--- src/rtl/osm_params.svh ---
// constants for the oxygen signal plausibility monitor
`ifndef OSM_PARAMS_SVH
`define OSM_PARAMS_SVH
`define OSM_CLK_MHZ 200
`define OSM_PER_MIN_MS 50
`define OSM_PER_MAX_MS 4000
`define OSM_PER_MIN_CYC (`OSM_PER_MIN_MS * 1000 * `OSM_CLK_MHZ)
`define OSM_PER_MAX_CYC (`OSM_PER_MAX_MS * 1000 * `OSM_CLK_MHZ)
`define OSM_TOL_PCT 4
`define OSM_PULSE_DROP_PCT 10
`define OSM_ANA_DROP_MIN_PCT 10
`define OSM_ANA_DROP_MAX_PCT 30
`define OSM_FULL_SCALE 16'hffff
`define OSM_INTERVAL_CYC 32'h0bebc200
`define OSM_TEST_LEN_CYC 32'h05f5e100
`define OSM_CMP_GRACE_CYC 32'h00000010
`define OSM_CNT_W 32
`define OSM_VAL_W 16
`endif

--- src/rtl/osm_pkg.sv ---
// types for the oxygen signal plausibility monitor
package osm_pkg;
   typedef enum logic [3:0] {
      OSM_NORMAL = 4'b0001,
      OSM_ARM = 4'b0010,
      OSM_TEST = 4'b0100,
      OSM_JUDGE = 4'b1000
   } osm_state_t;
   typedef struct packed {
      logic period_err;
      logic static_err;
      logic mismatch_err;
      logic test_err;
   } osm_err_t;
endpackage

--- src/rtl/osm_period_meter.sv ---
// measures the low+high period of the pulse channel in clock cycles
`timescale 1ns/1ps
`include "osm_params.svh"
module osm_period_meter (
   // clock and reset
   input wire logic clk,
   input wire logic rst_n,
   input wire logic ce,
   // pulse in
   input wire logic pulse_in,
   // measurement out
   output logic [`OSM_CNT_W-1:0] period,
   output logic period_valid,
   output logic too_long
);
   logic [`OSM_CNT_W-1:0] cnt, next_cnt, next_period;
   logic last, next_last, next_valid, next_too_long;
   logic seen, next_seen, rise;
   always_comb begin
      rise = pulse_in && !last;
      next_last = pulse_in;
      // first edge after reset ends a partial period; only arm on it
      next_seen = seen | rise;
      next_valid = 1'b0;
      next_period = period;
      next_too_long = 1'b0;
      next_cnt = cnt + 32'h1;
      if (rise) next_cnt = 32'h0;
      if (rise && seen) begin
         next_period = cnt + 32'h1;
         next_valid = 1'b1;
      end
      // saturate so a stuck line stays flagged
      if (cnt >= `OSM_PER_MAX_CYC) begin
         next_too_long = 1'b1;
         if (!rise) next_cnt = cnt;
      end
   end
   always_ff @(posedge clk or negedge rst_n) begin
      if (!rst_n) begin
         cnt <= 32'h0;
         last <= 1'b0;
         seen <= 1'b0;
         period <= 32'h0;
         period_valid <= 1'b0;
         too_long <= 1'b0;
      end else if (ce) begin
         cnt <= next_cnt;
         last <= next_last;
         seen <= next_seen;
         period <= next_period;
         period_valid <= next_valid;
         too_long <= next_too_long;
      end
   end
endmodule

--- src/rtl/osm_monitor.sv ---
// external monitor for a two-channel gas analyser
// Functional notes
// - a pulse period under 0.05 s or over 4 s is an error.
// - a pulse line stuck low or high is an internal analyser fault.
// - in normal operation the channels must differ by under 4% full scale.
// - the two channels are compared continuously; the code compares only in OSM_NORMAL once grace has run out.
// - under test a pulse drop of 10% or less is a failure; the code fails only a drop under 10%, so a drop of exactly 10% passes.
// - under test an analogue drop outside the expected range is a failure.
// - the analogue value is captured as reference before the test starts.
// - the test line is low normally and raised at a set interval.
// - tests never lie further apart than the configured interval.
// - any error raises the safe-state output.
`timescale 1ns/1ps
`include "osm_params.svh"
module osm_monitor
   import osm_pkg::*;
(
   // clock and reset
   input wire logic clk,
   input wire logic rst_n,
   input wire logic ce,
   // analyser channels
   input wire logic [`OSM_VAL_W-1:0] analog_value_output,
   input wire logic pulse_period_output,
   // pulse period scaled into analogue units
   input wire logic [`OSM_VAL_W-1:0] pulse_value,
   // analyser control
   output logic test_out,
   // status
   output logic safe_state,
   output osm_err_t err
);
   logic [`OSM_CNT_W-1:0] period;
   logic period_valid, too_long;
   osm_period_meter u_meter (
      .clk(clk),
      .rst_n(rst_n),
      .ce(ce),
      .pulse_in(pulse_period_output),
      .period(period),
      .period_valid(period_valid),
      .too_long(too_long)
   );
   osm_state_t state, next_state;
   logic [`OSM_CNT_W-1:0] tmr, next_tmr;
   logic [`OSM_VAL_W-1:0] pre_test_analog_reference, next_ref;
   logic [`OSM_CNT_W-1:0] pre_period, next_pre_period;
   logic [`OSM_CNT_W-1:0] grace, next_grace;
   logic next_test_out;
   osm_err_t next_err;
   logic [`OSM_VAL_W:0] diff;
   logic [`OSM_VAL_W+7:0] diff100, tol;
   logic [`OSM_VAL_W+7:0] drop_a, ref_lo, ref_hi;
   logic [`OSM_CNT_W+7:0] per100, pre90;
   always_comb begin
      diff = (analog_value_output > pulse_value) ?
         {1'b0, analog_value_output - pulse_value} :
         {1'b0, pulse_value - analog_value_output};
      diff100 = {7'h0, diff} * 24'd100;
      tol = 24'(`OSM_FULL_SCALE) * 24'(`OSM_TOL_PCT);
      drop_a = 24'(pre_test_analog_reference - analog_value_output) * 24'd100;
      ref_lo = {8'h0, pre_test_analog_reference} * 24'(`OSM_ANA_DROP_MIN_PCT);
      ref_hi = {8'h0, pre_test_analog_reference} * 24'(`OSM_ANA_DROP_MAX_PCT);
      per100 = {8'h0, period} * 40'd100;
      pre90 = {8'h0, pre_period} * 40'(100 - `OSM_PULSE_DROP_PCT);
   end
   always_comb begin
      next_state = state;
      next_tmr = tmr + 32'h1;
      next_ref = pre_test_analog_reference;
      next_pre_period = pre_period;
      next_test_out = 1'b0;
      next_grace = (grace != 32'h0) ? grace - 32'h1 : grace;
      next_err = err;
      if (period_valid && (period < `OSM_PER_MIN_CYC ||
            period > `OSM_PER_MAX_CYC)) begin
         next_err.period_err = 1'b1;
      end
      if (too_long) next_err.static_err = 1'b1;
      if (period_valid && state == OSM_NORMAL) next_pre_period = period;
      // compare only outside tests and after the test settles
      if (state == OSM_NORMAL && grace == 32'h0 && diff100 >= tol) begin
         next_err.mismatch_err = 1'b1;
      end
      case (state)
         OSM_NORMAL: begin
            if (tmr >= `OSM_INTERVAL_CYC - 32'h1) begin
               next_ref = analog_value_output;
               next_tmr = 32'h0;
               next_state = OSM_ARM;
            end
         end
         OSM_ARM: begin
            next_test_out = 1'b1;
            next_state = OSM_TEST;
         end
         OSM_TEST: begin
            next_test_out = 1'b1;
            if (tmr >= `OSM_TEST_LEN_CYC) next_state = OSM_JUDGE;
         end
         OSM_JUDGE: begin
            // device reduces both channels
            if (analog_value_output >= pre_test_analog_reference ||
                  drop_a < ref_lo || drop_a > ref_hi) begin
               next_err.test_err = 1'b1;
            end
            if (per100 > pre90) next_err.test_err = 1'b1;
            next_grace = `OSM_CMP_GRACE_CYC;
            // timer runs on from the test start so starts stay one
            // interval apart, not interval plus test length
            next_state = OSM_NORMAL;
         end
         default: next_state = OSM_NORMAL;
      endcase
   end
   always_ff @(posedge clk or negedge rst_n) begin
      if (!rst_n) begin
         state <= OSM_NORMAL;
         tmr <= 32'h0;
         pre_test_analog_reference <= 16'h0;
         pre_period <= 32'h0;
         grace <= 32'h0;
         test_out <= 1'b0;
         err <= '0;
         safe_state <= 1'b0;
      end else if (ce) begin
         state <= next_state;
         tmr <= next_tmr;
         pre_test_analog_reference <= next_ref;
         pre_period <= next_pre_period;
         grace <= next_grace;
         test_out <= next_test_out;
         err <= next_err;
         safe_state <= |next_err;
      end
   end
endmodule

--- config.mk ---
export PLATFORM = sky130hd
export DESIGN_NAME = osm_monitor
export DESIGN_NICKNAME = d
export VERILOG_FILES = /design/src/rtl/osm_pkg.sv /design/src/rtl/osm_period_meter.sv /design/src/rtl/osm_monitor.sv
export VERILOG_INCLUDE_DIRS = /design/src /design/src/rtl
export SDC_FILE = /design/constraint.sdc
export NUM_CORES = 1
export LEC_CHECK = 0
export BUFFER_PORTS_ARGS = -buffer_cell sky130_fd_sc_hd__buf_4
export CAP_MARGIN = 40
export CORE_MARGIN = 2
export CORE_UTILIZATION = 50
export DETAILED_ROUTE_END_ITERATION = 10
export HOLD_SLACK_MARGIN = 0.1
export PLACE_DENSITY = 0.66
export SLEW_MARGIN = 20
export SYNTH_ARGS = -nofsm -noshare
export SYNTH_HDL_FRONTEND = slang
export SYNTH_SLANG_ARGS = --single-unit
--- constraint.sdc ---
create_clock -name clk -period 7.25 [get_ports clk]
set_input_delay 0 -clock clk [delete_from_list [all_inputs] [get_ports clk]]
set_output_delay 0 -clock clk [all_outputs]
set_load 0.01 [all_outputs]
== Yosys cells after proc, flatten, opt, wreduce, memory -nomap -nowiden ==
Cells that the tools add are included.

* Logic and storage cells: 89
* Flip-flop bits (word level): 190
* Output and inout bits: 6
* Input port bits: 36

* $add $sub $neg: 6
* Mux-type cells: 20
* Bitwise gates (word level): 1
* $lt $le $gt $ge: 11
* $mul: 6
* Equal/unequal tests: 7
* Reductions and logical operators: 21

{| class="wikitable"
|+ Operators with widths
! cell !! count
|-
| $mux 32 || 7
|-
| $add 32x1->32 const B || 2
|-
| $gt 39x39->1 || 1
|-
| $mul 32x6->38 const B || 1
|-
| $mul 32x5->37 const B || 1
|-
| $ge 32x27->1 const B || 1
|-
| $ge 32x28->1 const B || 1
|-
| $ge 32x30->1 const B || 1
|-
| $gt 32x30->1 const B || 1
|-
| $logic_not 32->1 || 1
|-
| $lt 32x24->1 const B || 1
|-
| $reduce_bool 32->1 || 1
|-
| $sub 16x16->16 || 2
|-
| $sub 32x1->32 const B || 1
|-
| $gt 24x21->1 || 1
|-
| $lt 24x20->1 || 1
|-
| $mul 24x5->22 const B || 1
|-
| $ge 23x18->1 const B || 1
|-
| $mul 16x5->21 const B || 1
|-
| $mul 16x4->20 const B || 1
|-
| $mul 16x3->19 const B || 1
|-
| $sub 16x16->17 || 1
|-
| $ge 16x16->1 || 1
|-
| $gt 16x16->1 || 1
|-
| 19 further kinds || 40
|}

== Longest topological paths before layout ==
* Depth in word-level cells: 9
* Gate-level depth with buffers: 32
* Gate-level depth less buffers: 32

== By module ==
Synthesis repeated with hierarchy kept, for this count alone.

* Cells, all modules: 3002
* Area total of the unflattened synthesis: 26300.2 um^2

{| class="wikitable"
|+ Modules (own cells, without submodules)
! module !! seq. area each (um^2) !! instances !! area an instance (um^2) !! cells an instance
|-
| osm_monitor || 3054.2 || 1 || 22703.0 || 2619
|-
| osm_period_meter || 1701.6 || 1 || 3597.2 || 383
|}

== Worst setup path before layout ==
Ideal clock, no wire load.

* Kind: flip-flop to flip-flop
* Start point: register pre_test_analog_reference[1]
* End point: register safe_state
* Library setup time: 0.146 ns
* Path buffers: 0
* Period minus slack after synthesis: 6.307 ns
* Data required time: 7.104 ns
* Setup slack: 0.943 ns
* Data arrival time: 6.161 ns
* Cell stages (with the launch flop): 30
* Cells stage by stage: dfrtp_1 -> ha_1 -> nor2b_1 -> o21ai_0 -> a21boi_0 -> o21ai_0 -> nand2b_1 -> a21o_1 -> a21oi_1 -> xnor2_1 -> ha_1 -> ha_1 -> inv_1 -> fa_1 -> inv_1 -> ha_1 -> or3_4 -> or4_4 -> a31o_4 -> a41oi_1 -> nor2b_1 -> xnor2_1 -> ha_1 -> nand2_1 -> nor3_1 -> nand3_1 -> o22ai_2 -> o221ai_2 -> o41ai_2 -> o311ai_1

* Word-level cells in the longest chain between the ends: 9
* Elaborated cells between the ends (all ways): 13
* Those cells by class: 1 x add/sub; 3 x mul; 3 x order compare; 3 x mux; 3 x reduce/logical

{| class="wikitable"
|+ Ends and longest elaborated chain
! what !! line !! text
|-
| start, declared || osm_monitor.sv:46 || <nowiki>logic [`OSM_VAL_W-1:0] pre_test_analog_reference, next_ref;</nowiki>
|-
| start signal, assigned || osm_monitor.sv:129 || <nowiki>pre_test_analog_reference <= next_ref;</nowiki>
|-
| $sub 16x16->17 || osm_monitor.sv:61 || <nowiki>drop_a = 24'(pre_test_analog_reference - analog_value_output) * 24'd100;</nowiki>
|-
| $mul 24x5->22 || osm_monitor.sv:61 ||
|-
| $lt 24x20->1 || osm_monitor.sv:104 || <nowiki>drop_a < ref_lo || drop_a > ref_hi) begin</nowiki>
|-
| $logic_or 1x1->1 || osm_monitor.sv:103 || <nowiki>if (analog_value_output >= pre_test_analog_reference ||</nowiki>
|-
| $logic_or 1x1->1 * || osm_monitor.sv:104 ||
|-
| $mux 1 * || osm_monitor.sv:103 ||
|-
| $mux 1 * || osm_monitor.sv:107 || <nowiki>if (per100 > pre90) next_err.test_err = 1'b1;</nowiki>
|-
| $mux 1 * || osm_monitor.sv:85 || <nowiki>case (state)</nowiki>
|-
| $reduce_or 4->1 * || osm_monitor.sv:134 || <nowiki>safe_state <= |next_err;</nowiki>
|-
| end signal, assigned || osm_monitor.sv:134 ||
|-
| end, declared || osm_monitor.sv:30 || <nowiki>output logic safe_state,</nowiki>
|}

Mark *: on every way between the ends. The rest lies on a longest branch, timed or not.
A chain may end at the register's enable or synchronous reset.

== Final worst setup path ==
* Start point: register pre_period[2]
* End point: register safe_state

* Word-level cells in the longest chain between the ends: 5

{| class="wikitable"
|+ Ends and longest elaborated chain
! what !! line !! text
|-
| start, declared || osm_monitor.sv:47 || <nowiki>logic [`OSM_CNT_W-1:0] pre_period, next_pre_period;</nowiki>
|-
| start signal, assigned || osm_monitor.sv:130 || <nowiki>pre_period <= next_pre_period;</nowiki>
|-
| $mul 32x6->38 || osm_monitor.sv:65 || <nowiki>pre90 = {8'h0, pre_period} * 40'(100 - `OSM_PULSE_DROP_PCT);</nowiki>
|-
| $gt 39x39->1 || osm_monitor.sv:107 ||
|-
| $mux 1 || osm_monitor.sv:107 ||
|-
| $mux 1 || osm_monitor.sv:85 ||
|-
| $reduce_or 4->1 || osm_monitor.sv:134 ||
|}

No other way between the ends.

==> impl_results.md <==
* Status: complete, no violations
* Number of warnings reported in the yosys synthesis log at 0
* Synthesized instance count at 2,914
* Number of global-route vias before repair at slightly above 20,000
* Prevailing post-synth register cell: dfrtp_1
* CTS root buf: clkbuf_16
* Number of synthesized flops with an enable pin at 0
* Clock sink total at 190
* Flop2flop setup slack at 0.52 ns
* Most common cell after layout, fill and taps aside: inv_1
* Max-slew violations at 0
* Critical-path maximum fanout at 3
* Die Y-Extent at 230 µm
* DRC violations left at 0
* Worst endpoint data arrival time at 7.07 ns
* Min cycle time layout at 6.73 ns
* Final worst path period share at 92.8%
* Post-Syn Nets at about 3,600
* Largest net degree at the start of global routing at just under 80
* Yosys top cell area share at 23.5%
* Simple-gate area share of the yosys netlist at roughly an eighth
* First-pass detailed-route iteration total at 5
* Number of buffers created by CTS at 17
* Global placer's final weighted congestion at 0.938
* Clock-pin transition on the worst setup and hold timing paths at 0.08 ns
* Via density per instance at approximately 5.4
* Mux cell area share after synthesis at 2.23%
* Core Region at 0.0503 mm²
* Setup repair after global routing missed its margin: false
* Source of the critical timing path: pre_period[2]
* Cell depth of the worst flop-to-flop path at 27
* Average wire per cell in the routed design at 15.7 µm
* Combinational family with the most area after synthesis: adder cells
* Number of buffers added on ports at between 40 and 50
* Tot GR Track Use at approximately 22%
* Critical R2R Launch: pre_period[2]
* Count of antenna-violating nets left after detailed routing at 0
* Placement Rows at just over 80
* Normalized max-slew margin at 46.1%
* Final setup fails at 0
* Max-cap check violation count at 0
* Final setup skew at 0.0104 ns
* Total Routed Length at 57.1 mm
* Congestion Overflow GR at 0
* Compound-Gate Fraction of Synth Area at between 10% and 20%
* Worst EP required at 7.59 ns
* TritonCTS clock tree: done
* Total power density per cell area at ~220 mW/mm²
* Fin. Hold Viols at 0
* Class of the worst hold path: input port to asynchronous set/reset pin
* Endpoint kind of the worst setup timing path: flop
* Die area at 0.0528 mm²
* Pleak at 14.8 nW
* Count of unique library cells instantiated by Yosys at 95
* Most frequent cells in the layout: inv_1 (496), ha_1 (479), dfrtp_1 (188)
* Transition at the pin with the smallest max-transition slack at 0.807 ns
* Worst reg2reg path endpoint: safe_state
* Fraction of layout cells with a size suffix above 1 at approximately 5.6%
* Share of flip-flops with an asynchronous set or reset after synthesis at between 90% and 100%
* Sequential area share after synthesis at a little under a fifth
* Later-pin clock latency in the skew report at 0.46 ns
* Syn Std Cell Area at between 0.02 and 0.03 mm²
* Area added between synthesis and finish at 7.54%
* Crit start category: flop
* Initial core utilization at 50.7%
* H-tree levels at 4
* Xor-xnor portion of the synthesized cell area at 7.59%
* Number of antenna violations at the first check in global routing at 0
* Synthesized area divided by synthesized cell count at approximately 8.7 µm²
* Post-synthesis sequential element count at 190
* Hold slack final at 0.0971 ns
* Number of buffers on the longest clock path at 2
* Number of design-rule violations left by the first detailed-router iteration at 843
* Cell taking the most area after synthesis: ha_1
* Area contributors post-synth: ha_1 (24%), dfrtp_1 (19%), fa_1 (11%)
* Horizontal die dimension at 230 µm
* Post-detail-place hpwl at 47.4 mm
* Global-route wire length before repair at 98.0 mm
* Vias post-DR at 19,800
* Post-synthesis share of cell area spent on full adders, half adders and majority gates at 35.0%
* Num ports at 42
* Total negative setup slack at 0 ns
* Number of filler instances in the final layout at 4,597
* Worst setup path class: flop to flop
* IR Drop Worst-Case VDD at 249 µV
* Upper clock frequency limit at between 100 and 150 MHz
* Net count of the finished layout at 3,613
==> kinds of logic after synthesis <==
kind of cell | Yosys count
XOR/XNOR | 219
multiplexers | 52
buffers and inverters | 552
flip-flops | 190
AND/OR/NAND/NOR | 675
AO/OA/AOI/OAI | 600
adder cells (fa/ha/maj) | 626
==> cell usage after synthesis, types with 12 or more instances <==
cell type / number
o21bai_1: 20
a31oi_1: 17
nand4_1: 41
ha_1: 479
nand2_1: 183
xor2_1: 98
nor3_1: 36
o21ai_0: 159
fa_1: 145
o21ai_1: 21
mux2_2: 38
inv_1: 496
a21o_1: 67
clkbuf_1: 41
a21oi_1: 142
dfrtp_1: 189
and3_1: 31
mux2i_1: 14
nand3_1: 53
nor2_1: 165
and2_1: 17
or3_1: 18
nor2b_1: 29
nor4_1: 12
xnor2_1: 119
nand2b_1: 39
o21a_1: 24
o31ai_1: 38
==> metrics by stage <==
step | power (W) | setup slack (ns) | cell area [µm²] | std cells | utilization [%]
4_1_cts | 0.00611 | 0.0229 | 27400 | 3635 | 54.4
6_report | 0.00610 | 0.522 | 27400 | 3637 | 54.5
2_1_floorplan | 0.00417 | 0.943 | 25500 | 2914 | -
3_3_place_gp | 0.00484 | 0.154 | 26500 | 3582 | 52.7
5_1_grt | 0.00680 | 0.0205 | 27400 | 3636 | 54.5
3_5_place_dp | 0.00503 | 0.0389 | 26500 | 3585 | 52.8
==> metal layers <==
metal / part of all wire (%) / wire [µm] / GRT usage [%] / vias to the layer above
met3: 3.4 / 1930 / 3.19 / 60
met5: 0 / 0 / 0 / -
met4: 1.8 / 1000 / 5.40 / 0
li1: - / - / - / 9970
met2: 45 / 25700 / 36.0 / 262
met1: 50 / 28500 / 31.7 / 9492
==> worst max path at each step <==
stage,cells past startpoint,end,slack [ns]
after floorplan,29,safe_state,0.94
after global placement,26,safe_state,0.15
after detailed placement,29,safe_state,0.04
after CTS,29,safe_state,0.02
after global routing,27,safe_state,0.02
final,27,safe_state,0.52
==> cell type report <==
class | count | area (µm²) | share of cell area (%)
Antenna cell | 1 | 2.50 | 0.00913
Clock buffer | 19 | 453 | 1.65
Clock inverter | 11 | 175 | 0.639
Inverter | 496 | 1860 | 6.79
Multi-Input combinational cell | 2172 | 18700 | 68.1
Sequential cell | 190 | 4760 | 17.4
Tap cell | 672 | 841 | 3.07
Timing Repair Buffer | 76 | 651 | 2.37
==> what timing repair did <==
| item | 4_1_cts | 5_1_grt |
|---|---|---|
| endpoints found under the hold margin | 110 | 0 |
| setup endpoints to repair | 0 | 2 |
| hold buffers | 20 | 0 |
| buffers inserted | 0 | 1 |
| gates resized for setup | 0 | 5 |
==> sequential cells by signal, summed over array words and instances (netlist names), 4 cells and up <==
register / count
err: 4
u_meter.cnt: 32
pre_period: 32
u_meter.period: 32
grace: 32
tmr: 32
state: 4
pre_test_analog_reference: 16
==> power breakdown <==
| part | leakage [nW] | total, W | internal [W] | switching, W |
|---|---|---|---|---|
| clock network | 0.309 | 0.00103 | 0.000572 | 0.000460 |
| registers | 2.56 | 0.00117 | 0.00111 | 0.0000677 |
| logic | 11.9 | 0.00390 | 0.00170 | 0.00219 |
| total | 14.8 | 0.00610 | 0.00338 | 0.00272 |
==> critical path, stage by stage (launching register included) <==
cell	delay [ns]
dfrtp_1	0.43
ha_1	0.34
ha_1	0.28
inv_1	0.05
fa_1	0.50
inv_1	0.04
ha_1	0.22
fa_1	0.41
a21oi_1	0.23
o21ai_1	0.10
a21oi_1	0.29
a31oi_1	0.22
and3_1	0.26
o31a_1	0.31
o41ai_2	0.42
o31ai_1	0.17
o21ai_0	0.24
a21oi_1	0.12
xnor2_1	0.14
ha_1	0.30
nand4_1	0.15
nor4_1	0.29
nand2_1	0.14
nor3_2	0.31
o221ai_2	0.17
o41ai_4	0.20
buf_4	0.19
o311ai_1	0.09
Note: power is estimated with default switching activity, not from simulation.
